==> src/inc/trdc_pkg.sv <==
// Constants, bus carrier and state layout for the triple reload down-counter
package trdc_pkg;

  // Structure sizes
  localparam int unsigned CNT_W   = 16;
  localparam int unsigned NUM_CNT = 3;
  localparam int unsigned ADDR_W  = 6;
  localparam int unsigned DATA_W  = 32;

  // Register byte offsets
  localparam logic [ADDR_W-1:0] OFS_CNT0 = 6'h00;
  localparam logic [ADDR_W-1:0] OFS_CNT1 = 6'h04;
  localparam logic [ADDR_W-1:0] OFS_CNT2 = 6'h08;
  localparam logic [ADDR_W-1:0] OFS_CTRL = 6'h0c;
  localparam logic [ADDR_W-1:0] OFS_STAT = 6'h10;
  localparam logic [ADDR_W-1:0] OFS_MASK = 6'h14;
  localparam logic [ADDR_W-1:0] OFS_PRE0 = 6'h18;
  localparam logic [ADDR_W-1:0] OFS_PRE1 = 6'h1c;
  localparam logic [ADDR_W-1:0] OFS_PRE2 = 6'h20;

  // Field positions
  localparam int unsigned CTRL_SEL_LSB  = 8;
  localparam int unsigned CTRL_SEL_MSB  = 9;
  localparam int unsigned CTRL_PEND_LSB = 0;
  localparam int unsigned STAT_LSB      = 0;

  // Reset values and the decrement step
  localparam logic [CNT_W-1:0]   CNT_RST  = 16'h0000;
  localparam logic [CNT_W-1:0]   CNT_ONE  = 16'h0001;
  localparam logic [1:0]         SEL_RST  = 2'h0;
  localparam logic [NUM_CNT-1:0] MASK_RST = 3'h0;

  // Bus phase, one-hot
  typedef enum logic [1:0] {
    TRDC_BUS_IDLE   = 2'b01,
    TRDC_BUS_ANSWER = 2'b10
  } trdc_phase_t;

  // Avalon-MM request from the master
  typedef struct packed {
    logic [ADDR_W-1:0] address;
    logic              read;
    logic              write;
    logic [DATA_W-1:0] writedata;
    logic [3:0]        byteenable;
  } trdc_avs_req_t;

  // Whole state of the block
  typedef struct packed {
    trdc_phase_t                  phase;
    logic [DATA_W-1:0]            rdata;
    logic [1:0]                   sel;
    logic [NUM_CNT-1:0]           mask;
    logic [NUM_CNT-1:0]           status;
    logic [NUM_CNT-1:0]           pend;
    logic [NUM_CNT-1:0][CNT_W-1:0] cnt;
    logic [NUM_CNT-1:0][CNT_W-1:0] pre;
    logic [NUM_CNT-1:0]           sync1;
    logic [NUM_CNT-1:0]           sync2;
    logic [NUM_CNT-1:0]           sync3;
    logic [NUM_CNT-1:0]           lvl;
  } trdc_state_t;

  localparam trdc_state_t ST_RST = '{
    phase:  TRDC_BUS_IDLE,
    rdata:  32'h0000_0000,
    sel:    SEL_RST,
    mask:   MASK_RST,
    status: 3'h0,
    pend:   3'h0,
    cnt:    {CNT_RST, CNT_RST, CNT_RST},
    pre:    {CNT_RST, CNT_RST, CNT_RST},
    sync1:  3'h0,
    sync2:  3'h0,
    sync3:  3'h0,
    lvl:    3'h0
  };

endpackage

==> src/rtl/trdc_top.sv <==
// Three reloading 16-bit down-counters with pin sharing and an Avalon-MM slave
`timescale 1ns/100ps

// Register map, byte offsets
// 0x00 counter 0: read current count
// 0x00 counter 0: write pre-load, arm load
// 0x04 counter 1: read current count
// 0x04 counter 1: write pre-load, arm load
// 0x08 counter 2: read current count
// 0x08 counter 2: write pre-load, arm load
// 0x0c control: bits 9:8 pin select
// 0x0c control: bits 2:0 load armed, read only
// 0x10 status: bits 2:0 sticky zero flags
// 0x10 status: write one to clear
// 0x14 mask: bits 2:0, one lets a flag out
// 0x18 pre-load 0: no load armed on write
// 0x1c pre-load 1: no load armed on write
// 0x20 pre-load 2: no load armed on write
// Other offsets: read zero, write ignored
// Upper half of read data always zero

// Bus timing
// Request seen at edge E0 while idle
// Waitrequest high in the cycle before E0
// Waitrequest low in the cycle after E0
// Write lands at edge E1
// Read data captured at E0, taken at E1
// Exactly one wait cycle per transfer
// Back-to-back requests allowed after E1
// Byte lanes 0 and 1 cover 16-bit registers
// Lane 1 guards the pin select field
// Lane 0 guards status and mask

// Count timing
// One pulse per cycle of tick high
// Pin pulse three edges after the pin rises
// Armed load consumes one pulse, no flag
// Otherwise one step down per pulse
// Step to zero reloads at once
// Count value zero visible only after reset or with pre-load zero
// Period equals pre-load in pulses
// Pre-load zero wraps through ffff
// Pre-load zero thus gives the full range
// Write while armed only updates pre-load

// Why no immediate load
// Loading at the write would skew the period
// Loading on the pulse keeps one phase
// Software sees the new count one pulse late

// Why a register-bus read is harmless
// Counter only moves on a source pulse
// Read path just samples the stored count
// No read side effect on any counter

// Interrupt flags
// Zero flag set the cycle after the pulse
// Flag stays until acknowledge or write one
// Flag kept while masked
// Unmasking later shows an old flag
// New zero beats a clear in the same cycle
// Interrupt line is flags and mask, ored
// Acknowledge bit n clears flag n only

// Pin sharing
// Select 0: all pins to interrupt levels
// Select 1: pin three clocks counter 0
// Select 2: pins three, four clock 0, 1
// Select 3: all pins clock counters
// Owned pin shows an inactive level
// Unowned counter falls back to the tick
// Tick ignored while a pin owns a counter
// Pin edges ignored while not owned

// Synchroniser
// Two flops bring each pin into the clock
// Third flop only remembers the last level
// Edge taken from second and third flops
// Level outputs lag the pin by three edges

// Limitations
// Pin must stay high and low two cycles each
// Faster pins lose edges without warning
// Pin edge near a select change may be lost
// Select change does not arm a load
// Counts freeze while the clock is stopped

// Reset
// Asynchronous, active high
// Counters and pre-loads clear to zero
// Select, mask and flags clear to zero
// Read data and level outputs clear
// Waitrequest follows a pending request
// First request allowed after release

// Trade-offs
// One wait cycle keeps read data in flops
// Flags in one word keep clears atomic
// Single state record, one next-state block
// Per-channel loop keeps channels identical

module trdc_top
  import trdc_pkg::*;
(
  input  wire logic                   ref_clk,
  input  wire logic                   sys_rst,
  input  wire trdc_pkg::trdc_avs_req_t avs_req,
  output logic [trdc_pkg::DATA_W-1:0] avs_readdata,
  output logic                        avs_waitrequest,
  input  wire logic                   timer_tick_clock,
  input  wire logic                   ext_input_three,
  input  wire logic                   ext_input_four,
  input  wire logic                   ext_input_five,
  input  wire logic [2:0]             irq_ack,
  output logic [2:0]                  counter_irq_pending,
  output logic                        irq,
  output logic                        irq_level_ten,
  output logic                        irq_level_eleven,
  output logic                        irq_level_twelve
);

  import trdc_pkg::*;

  trdc_state_t st_ff;
  trdc_state_t nxt_st;

  // Byte-lane merge for a 16-bit register
  function automatic logic [CNT_W-1:0] merge16(
    input logic [CNT_W-1:0]  old_v,
    input logic [DATA_W-1:0] wd,
    input logic [3:0]        be
  );
    logic [CNT_W-1:0] res;
    res = old_v;
    if (be[0])
    begin
      res[7:0] = wd[7:0];
    end
    if (be[1])
    begin
      res[15:8] = wd[15:8];
    end
    return res;
  endfunction

  // Offset of counter or pre-load register for a given channel
  function automatic logic [ADDR_W-1:0] cnt_ofs(input int unsigned idx);
    logic [ADDR_W-1:0] res;
    res = OFS_CNT2;
    case (idx)
      0: res = OFS_CNT0;
      1: res = OFS_CNT1;
      default: res = OFS_CNT2;
    endcase
    return res;
  endfunction

  function automatic logic [ADDR_W-1:0] pre_ofs(input int unsigned idx);
    logic [ADDR_W-1:0] res;
    res = OFS_PRE2;
    case (idx)
      0: res = OFS_PRE0;
      1: res = OFS_PRE1;
      default: res = OFS_PRE2;
    endcase
    return res;
  endfunction

  // Combinational helpers
  logic [NUM_CNT-1:0] pin_edge;
  logic [NUM_CNT-1:0] pin_owned;
  logic [NUM_CNT-1:0] src_pulse;
  logic [NUM_CNT-1:0] zero_evt;
  logic [NUM_CNT-1:0] stat_clr;
  logic [CNT_W-1:0]   dec_v;
  logic [DATA_W-1:0]  rd_mux;
  logic               wr_take;
  logic               req_any;

  // Next-state logic for the whole block
  always_comb
  begin
    nxt_st    = st_ff;
    pin_edge  = '0;
    pin_owned = '0;
    src_pulse = '0;
    zero_evt  = '0;
    stat_clr  = '0;
    dec_v     = CNT_RST;
    rd_mux    = '0;
    req_any   = avs_req.read | avs_req.write;
    wr_take   = avs_req.write & (st_ff.phase == TRDC_BUS_ANSWER);

    // Two-flop synchroniser; the third stage only serves edge detection
    nxt_st.sync1 = {ext_input_five, ext_input_four, ext_input_three};
    nxt_st.sync2 = st_ff.sync1;
    nxt_st.sync3 = st_ff.sync2;
    pin_edge     = st_ff.sync2 & ~st_ff.sync3;

    // Counters, one pass per channel
    for (int unsigned i = 0; i < NUM_CNT; i++)
    begin
      // Pin i belongs to counter i once the select code passes i
      pin_owned[i] = (st_ff.sel > 2'(i));
      // Source choice: own pin edge or tick; keeps edges resolvable
      src_pulse[i] = pin_owned[i] ? pin_edge[i] : timer_tick_clock;
      if (src_pulse[i])
      begin
        if (st_ff.pend[i])
        begin
          // Pending write enters only on this pulse
          nxt_st.cnt[i]  = st_ff.pre[i];
          nxt_st.pend[i] = 1'b0;
        end
        else
        begin
          dec_v = st_ff.cnt[i] - CNT_ONE;
          if (dec_v == CNT_RST)
          begin
            // Reload at zero; pre-load 0 then wraps through ffff
            nxt_st.cnt[i] = st_ff.pre[i];
            zero_evt[i]   = 1'b1;
          end
          else
          begin
            nxt_st.cnt[i] = dec_v;
          end
        end
      end
    end

    // Pins not owned by a counter feed the interrupt levels
    nxt_st.lvl = st_ff.sync2 & ~pin_owned;

    // Read data selection
    case (avs_req.address)
      OFS_CNT0: rd_mux = {16'h0000, st_ff.cnt[0]};
      OFS_CNT1: rd_mux = {16'h0000, st_ff.cnt[1]};
      OFS_CNT2: rd_mux = {16'h0000, st_ff.cnt[2]};
      OFS_PRE0: rd_mux = {16'h0000, st_ff.pre[0]};
      OFS_PRE1: rd_mux = {16'h0000, st_ff.pre[1]};
      OFS_PRE2: rd_mux = {16'h0000, st_ff.pre[2]};
      OFS_CTRL:
      begin
        rd_mux[CTRL_SEL_MSB:CTRL_SEL_LSB]             = st_ff.sel;
        rd_mux[CTRL_PEND_LSB+NUM_CNT-1:CTRL_PEND_LSB] = st_ff.pend;
      end
      OFS_STAT: rd_mux[STAT_LSB+NUM_CNT-1:STAT_LSB] = st_ff.status;
      OFS_MASK: rd_mux[STAT_LSB+NUM_CNT-1:STAT_LSB] = st_ff.mask;
      default:  rd_mux = '0;
    endcase

    // Bus phase: one wait cycle, then the answer cycle
    case (st_ff.phase)
      TRDC_BUS_IDLE:
      begin
        if (req_any)
        begin
          nxt_st.phase = TRDC_BUS_ANSWER;
          nxt_st.rdata = avs_req.read ? rd_mux : '0;
        end
      end
      TRDC_BUS_ANSWER:
      begin
        nxt_st.phase = TRDC_BUS_IDLE;
      end
      default:
      begin
        nxt_st.phase = TRDC_BUS_IDLE;
      end
    endcase

    // Register writes take effect at the answer edge only
    if (wr_take)
    begin
      for (int unsigned i = 0; i < NUM_CNT; i++)
      begin
        if (avs_req.address == cnt_ofs(i))
        begin
          // Write lands in pre-load; counter follows on next pulse
          nxt_st.pre[i]  = merge16(st_ff.pre[i], avs_req.writedata, avs_req.byteenable);
          nxt_st.pend[i] = 1'b1;
        end
        if (avs_req.address == pre_ofs(i))
        begin
          // Pre-load only: taken at the next reload, no forced load
          nxt_st.pre[i] = merge16(st_ff.pre[i], avs_req.writedata, avs_req.byteenable);
        end
      end
      if ((avs_req.address == OFS_CTRL) && avs_req.byteenable[1])
      begin
        nxt_st.sel = avs_req.writedata[CTRL_SEL_MSB:CTRL_SEL_LSB];
      end
      if ((avs_req.address == OFS_MASK) && avs_req.byteenable[0])
      begin
        nxt_st.mask = avs_req.writedata[STAT_LSB+NUM_CNT-1:STAT_LSB];
      end
      if ((avs_req.address == OFS_STAT) && avs_req.byteenable[0])
      begin
        stat_clr = avs_req.writedata[STAT_LSB+NUM_CNT-1:STAT_LSB];
      end
    end

    // Sticky requests: acknowledge or write-one clears, a new zero wins
    stat_clr      = stat_clr | irq_ack;
    nxt_st.status = (st_ff.status & ~stat_clr) | zero_evt;
  end

  // State register
  always_ff @(posedge ref_clk or posedge sys_rst)
  begin
    if (sys_rst)
    begin
      st_ff <= ST_RST;
    end
    else
    begin
      st_ff <= nxt_st;
    end
  end

  // Wait until the answer cycle; cheap and keeps read data registered
  assign avs_waitrequest = req_any & (st_ff.phase != TRDC_BUS_ANSWER);
  assign avs_readdata    = st_ff.rdata;

  // Requests kept pending even while masked, gated only at the output
  assign counter_irq_pending = st_ff.status;
  assign irq                 = |(st_ff.status & st_ff.mask);

  // Shared pins toward the interrupt controller
  assign irq_level_ten    = st_ff.lvl[0];
  assign irq_level_eleven = st_ff.lvl[1];
  assign irq_level_twelve = st_ff.lvl[2];

endmodule

==> config.mk <==
export PLATFORM = sky130hd
export DESIGN_NAME = trdc_top
export DESIGN_NICKNAME = d
export VERILOG_FILES = /design/src/inc/trdc_pkg.sv /design/src/rtl/trdc_top.sv
export SDC_FILE = /design/constraint.sdc
export NUM_CORES = 1
export LEC_CHECK = 0
export ABC_AREA = 0
export BUFFER_PORTS_ARGS = -buffer_cell sky130_fd_sc_hd__buf_2
export CAP_MARGIN = 20
export CORE_MARGIN = 2
export CORE_UTILIZATION = 45
export DETAILED_ROUTE_END_ITERATION = 12
export PLACE_DENSITY_LB_ADDON = 0.2
export SYNTH_ARGS = -nofsm -noshare
export SYNTH_HDL_FRONTEND = slang
export SYNTH_SLANG_ARGS = --single-unit
==> constraint.sdc <==
create_clock -name ref_clk -period 5.3 [get_ports ref_clk]
set_input_delay 1.06 -clock ref_clk [delete_from_list [all_inputs] [get_ports ref_clk]]
set_output_delay 1.06 -clock ref_clk [all_outputs]
set_load 0.05 [all_outputs]
After elaboration in Yosys (flattened, before gate mapping)
Cells that the tools add are included.
{"block": "word_totals", "regBits": 153, "out_inout_bits": 40}
{"block": "op_classes", "add_sub_neg": 3, "reduce_logical": 17, "n_lt_le_gt_ge": 3, "n_eq_ne": 18, "bitwise_logic": 12, "n_mux": 52}
{"cell": "16-bit 2-to-1 mux", "n": 12}
{"cell": "16-bit zero test", "n": 3}
{"cell": "8-bit 2-to-1 mux", "n": 6}
{"cell": "16-bit by 1-bit subtractor with 16-bit output (second input constant)", "n": 3}
{"cell": "6-bit == test", "n": 6}
{"cell": "6-bit 2-to-1 mux", "n": 6}
{"cell": "6-bit case mux with 6 select lines", "n": 1}
{"cell": "34-bit 2-to-1 mux", "n": 1}
{"cell": "32-bit 2-to-1 mux", "n": 1}
{"cell": "5-bit case mux with 6 select lines", "n": 1}
{"cell": "3-bit case mux with 9 select lines", "n": 1}
{"cell": "6-bit by 5-bit == test with 1-bit output (second input constant)", "n": 4}
{"cell": "1-bit 2-to-1 mux", "n": 18}
{"cell": "2-bit case mux with 7 select lines", "n": 1}
{"cell": "3-bit AND", "n": 4}
{"cell": "6-bit by 4-bit == test with 1-bit output (second input constant)", "n": 2}
{"cell": "2-bit AND reduction", "n": 6}
{"cell": "3-bit 2-to-1 mux", "n": 3}
{"cell": "3-bit NOT", "n": 3}
{"cell": "6-bit by 3-bit == test with 1-bit output (second input constant)", "n": 1}
{"cell": "6-bit == test (second input constant)", "n": 1}
{"cell": "6-bit zero test", "n": 1}
{"cell": "3-bit OR", "n": 2}
{"cell": "2-bit nonzero test", "n": 3}
{"cell": "other kinds (10)", "n": 15}

Depth between registers and ports, before layout
{"block": "logic_depth", "word_depth": 8, "depth_mapped": 11, "mapped_depth_nobuf": 9}

Least setup slack after synthesis
OpenSTA, ideal clock, no wires.
{"block": "synth_path", "kind": "input-to-reg", "start": "input avs_req[39] (netlist name)", "end": "register st_ff[28] (netlist name)", "cell_stages": 7, "arrival_ns": 2.920, "n_path_buf": 1, "setup_slack_ns": 2.255, "cell_sequence": "or3_1 -> clkbuf_1 -> nor3b_2 -> and2b_1 -> nor2_1 -> nor2_2 -> mux2_2"}
{"block": "synth_via", "elab_chain_cells": 3}
{"item": "start: declaration", "line_no": "trdc_top.sv:107", "text": "input wire trdc_pkg::trdc_avs_req_t avs_req,"}
{"item": "6-bit == test (on tied branches)", "line_no": "trdc_top.sv:278, trdc_top.sv:284"}
{"item": "2-bit nonzero test (no line)"}
{"item": "2-bit AND reduction (no line)"}
{"item": "end signal: assignment", "line_no": "trdc_top.sv:318", "text": "st_ff <= nxt_st;"}
{"item": "end: declaration", "line_no": "trdc_top.sv:124", "text": "trdc_state_t st_ff;"}
Parallel ways exist; a longest one is shown, timed or not.
A chain may end at the register's enable or synchronous reset.

Final worst setup path
{"block": "layout_path", "start": "register st_ff[60] (netlist name)", "end": "register st_ff[67] (netlist name)"}
{"block": "layout_via", "elab_chain_cells": 4}
{"item": "16-bit by 1-bit subtractor with 16-bit output *", "line_no": "trdc_top.sv:217", "text": "dec_v = st_ff.cnt[i] - CNT_ONE;"}
{"item": "16-bit zero test", "line_no": "trdc_top.sv:218", "text": "if (dec_v == CNT_RST)"}
{"item": "16-bit 2-to-1 mux *", "line_no": "trdc_top.sv:218"}
{"item": "16-bit 2-to-1 mux *", "line_no": "trdc_top.sv:209", "text": "if (st_ff.pend[i])"}
Every way passes the cells marked *; elsewhere a longest branch is shown, timed or not.

==> impl_metrics.ini <==
[worst_setup_path]
required_ns = 5.64
crit_path_start_kind = flop
cp.arrival_ns = 4.14
reg2regPathDepth = 10
worstReg2RegEnd = st_ff[67]$_DFFE_PP0P_
worstSetupPathType = reg -> reg
endpoint_kind = flop
crit_path_end = st_ff[67]$_DFFE_PP0P_
crit_fanout = 11
ff2ff_setup_slack_ns = 1.49
reg2reg_from = st_ff[60]$_DFFE_PP0P_
cp-startpoint = st_ff[60]$_DFFE_PP0P_

[place]
port_buffers = 58
hpwlAfterDp_um = 17200
gp_congestion = 0.906

[sta]
fin_crit_sh_pct = 71.8
fin_setup_tns_ns = 0
worst_slew_pin_slew_ns = 0.938
drv_slew = 0
hold_violations = 0
fmax_mhz = 263
relSlewSlack_pct = 36.9
rsz0062_at_grt = false
clock_skew_ns = 0.00795
setup_viol = 0
fin_crit_ns = 3.81

[synth]
ys_ff_latch = 137
synth_cells = 890
synth_edf_count = 0
synth.avg_cell_area_sq_um = 9.25
syn_area_sq_um = 8230
ys_warn_count = 0
yosysSeqAreaShare_pct = 41.7
yosysUniqueCellTypes = 90
synthFlopType = dfrtp_1
synthArstFlopShare_pct = 100

[floorplan]
rows = 49
start_util_pct = 45.8
die_width_um = 139
core_sq_um = 18000
chipHeight_um = 139
boundaryPins = 93
dieArea_sq_um = 19400

[cts]
clk_pin_slew_ns = 0.06
post_cts_resize_count = 0
cts_hold_buf = 0
numCtsBuffers = 17
cts_tree = done
clock_sink_count = 137
cts_buffer_depth = 2
cts_setup_buffers = 0
cts-root-buf = clkbuf_16
clk_latency_ns = 0.43
cts_max_level = 4

[drt]
routed_wl_um = 23900
drtPass1Iterations = 6
ant_nets = 0
drt_iter0_drc = 839
vias = 7128
wire_per_inst_um = 20.9
via_per_inst = 6.24
drc = 0

[layout]
fillers = 1695
layout_common_cells = dfrtp_1 (136), nand2_1 (106), nor2_1 (68)
drive_above_1_share_pct = 21.1
area_growth_pct = 9.45
nets = 959
final_common_cell = dfrtp_1
n_antenna_cell = 0

[global_route]
grt_max_degree = 103
antenna_found_initial = 0
grt_pass1_wl_um = 38300
grt_pass1_vias = 6608
grt_overflow_total = 0
grt.total_usage_pct = 25.2

[pwr]
clkPwrFrac_pct = 36.7
power.switching_mw = 1.08
peakVddDrop_v = 0.000264
power_mw = 3.13
p_leak_nw = 3.83
combPwrFrac_pct = 19.8
swShare_pct = 34.6
powerDensity_nw_per_um2 = 348
p_int_mw = 2.05
p_seq_share_pct = 43.5

[hold_path]
worst_hold_path_type = reg -> reg

[status]
status = finished, final reports clean

[job]
timing.max_cap.violations = 0
-- sequential cells by signal, summed over array words and instances (netlist names) --
signal	cells
avs_readdata	16
counter_irq_pending	3
irq_level_eleven	1
irq_level_ten	1
irq_level_twelve	1
nxt_st	6
st_ff	109
-- routing by layer --
layer / vias to the layer above / track usage, % / wire (um)
met5: - / 0 / 0
met1: 3494 / 38.5 / 11200
met3: 47 / 4.61 / 1780
li1: 3280 / - / -
met4: 0 / 8.08 / 605
met2: 307 / 36.2 / 10300
-- cells by family after synthesis --
| family | count (synthesis) | synth area share [%] |
|---|---|---|
| compound gates | 216 | 19.3 |
| xor+xnor | 12 | 1.28 |
| fa+ha+maj | 6 | 0.912 |
| buf+inv | 122 | 7.54 |
| flops | 137 | 41.7 |
| mux | 59 | 8.01 |
| other cells | 1 | 0.0455 |
| simple gates | 337 | 21.3 |
-- cell usage after synthesis, types with 6 or more instances --
cell / count / area (sq um)
o211ai_1: 8 / 60.1
nand3_1: 24 / 120
buf_2: 9 / 45.0
mux2_2: 55 / 619
dfrtp_1: 136 / 3400
a222oi_1: 17 / 170
a22oi_1: 16 / 120
inv_1: 27 / 101
buf_4: 36 / 270
ha_1: 6 / 75.1
nor3b_1: 7 / 52.6
a21oi_1: 23 / 115
nor3_1: 26 / 130
or2_2: 6 / 37.5
a31oi_1: 10 / 62.6
o21ai_0: 55 / 275
clkbuf_1: 45 / 169
nand2_1: 106 / 398
or3_1: 7 / 43.8
o22a_1: 6 / 52.6
nand4_1: 16 / 100
nand2b_1: 8 / 50.1
or4_1: 6 / 45.0
nor2_1: 68 / 255
a221oi_1: 17 / 149
nor4_1: 19 / 119
xor2_1: 7 / 61.3
-- how the worst min path moves through the flow --
stage / slack [ns] / startpoint / depth (start not counted) / to
after detailed placement: 0.34 / nxt_st[6]$_DFF_PP0_ / 0 / nxt_st[3]$_DFF_PP0_
after global placement: 0.34 / nxt_st[8]$_DFF_PP0_ / 0 / nxt_st[5]$_DFF_PP0_
final: 0.35 / nxt_st[7]$_DFF_PP0_ / 0 / nxt_st[4]$_DFF_PP0_
after floorplan: 0.33 / nxt_st[6]$_DFF_PP0_ / 0 / nxt_st[3]$_DFF_PP0_
after CTS: 0.36 / nxt_st[7]$_DFF_PP0_ / 0 / nxt_st[4]$_DFF_PP0_
after global routing: 0.36 / nxt_st[7]$_DFF_PP0_ / 0 / nxt_st[4]$_DFF_PP0_
-- critical path, stage by stage (launching register included) --
cell	delay, ns
dfrtp_1	0.51
inv_1	0.12
ha_1	0.33
nor4b_1	0.61
nand4_1	0.22
xor2_1	0.26
nand4b_1	0.14
buf_4	0.20
nor4_1	0.72
mux2_2	0.42
a311oi_1	0.18
-- cell type report --
type / count / area (sq um) / area share (%)
Multi-Input combinational cell: 646 / 4250 / 47.1
Timing Repair Buffer: 69 / 377 / 4.18
Inverter: 29 / 114 / 1.26
Tap cell: 229 / 287 / 3.18
Sequential cell: 137 / 3430 / 38.1
Clock inverter: 14 / 120 / 1.33
Clock buffer: 18 / 439 / 4.87
-- power by group through the flow --
stage	clock network [mW]	registers (mW)	logic (mW)
after global placement	0	1.37	0.595
final	1.15	1.36	0.620
after detailed placement	0	1.37	0.614
after floorplan	0	1.25	0.581
after global routing	1.21	1.39	0.691
after CTS	1.16	1.36	0.617
-- metrics by stage --
stage / worst slack (ns) / hold WS (ns) / instance area (sq um) / utilization, % / cells
floorplan: 0.574 / 0.331 / 8290 / - / 905
global placement: 1.45 / 0.337 / 8440 / 47.0 / 1109
detailed placement: 1.43 / 0.337 / 8450 / 47.1 / 1110
CTS: 1.64 / 0.356 / 9010 / 50.2 / 1142
global route: 1.22 / 0.357 / 9010 / 50.2 / 1142
finish: 1.49 / 0.353 / 9010 / 50.2 / 1142
Power figures use the tool's default switching activity.
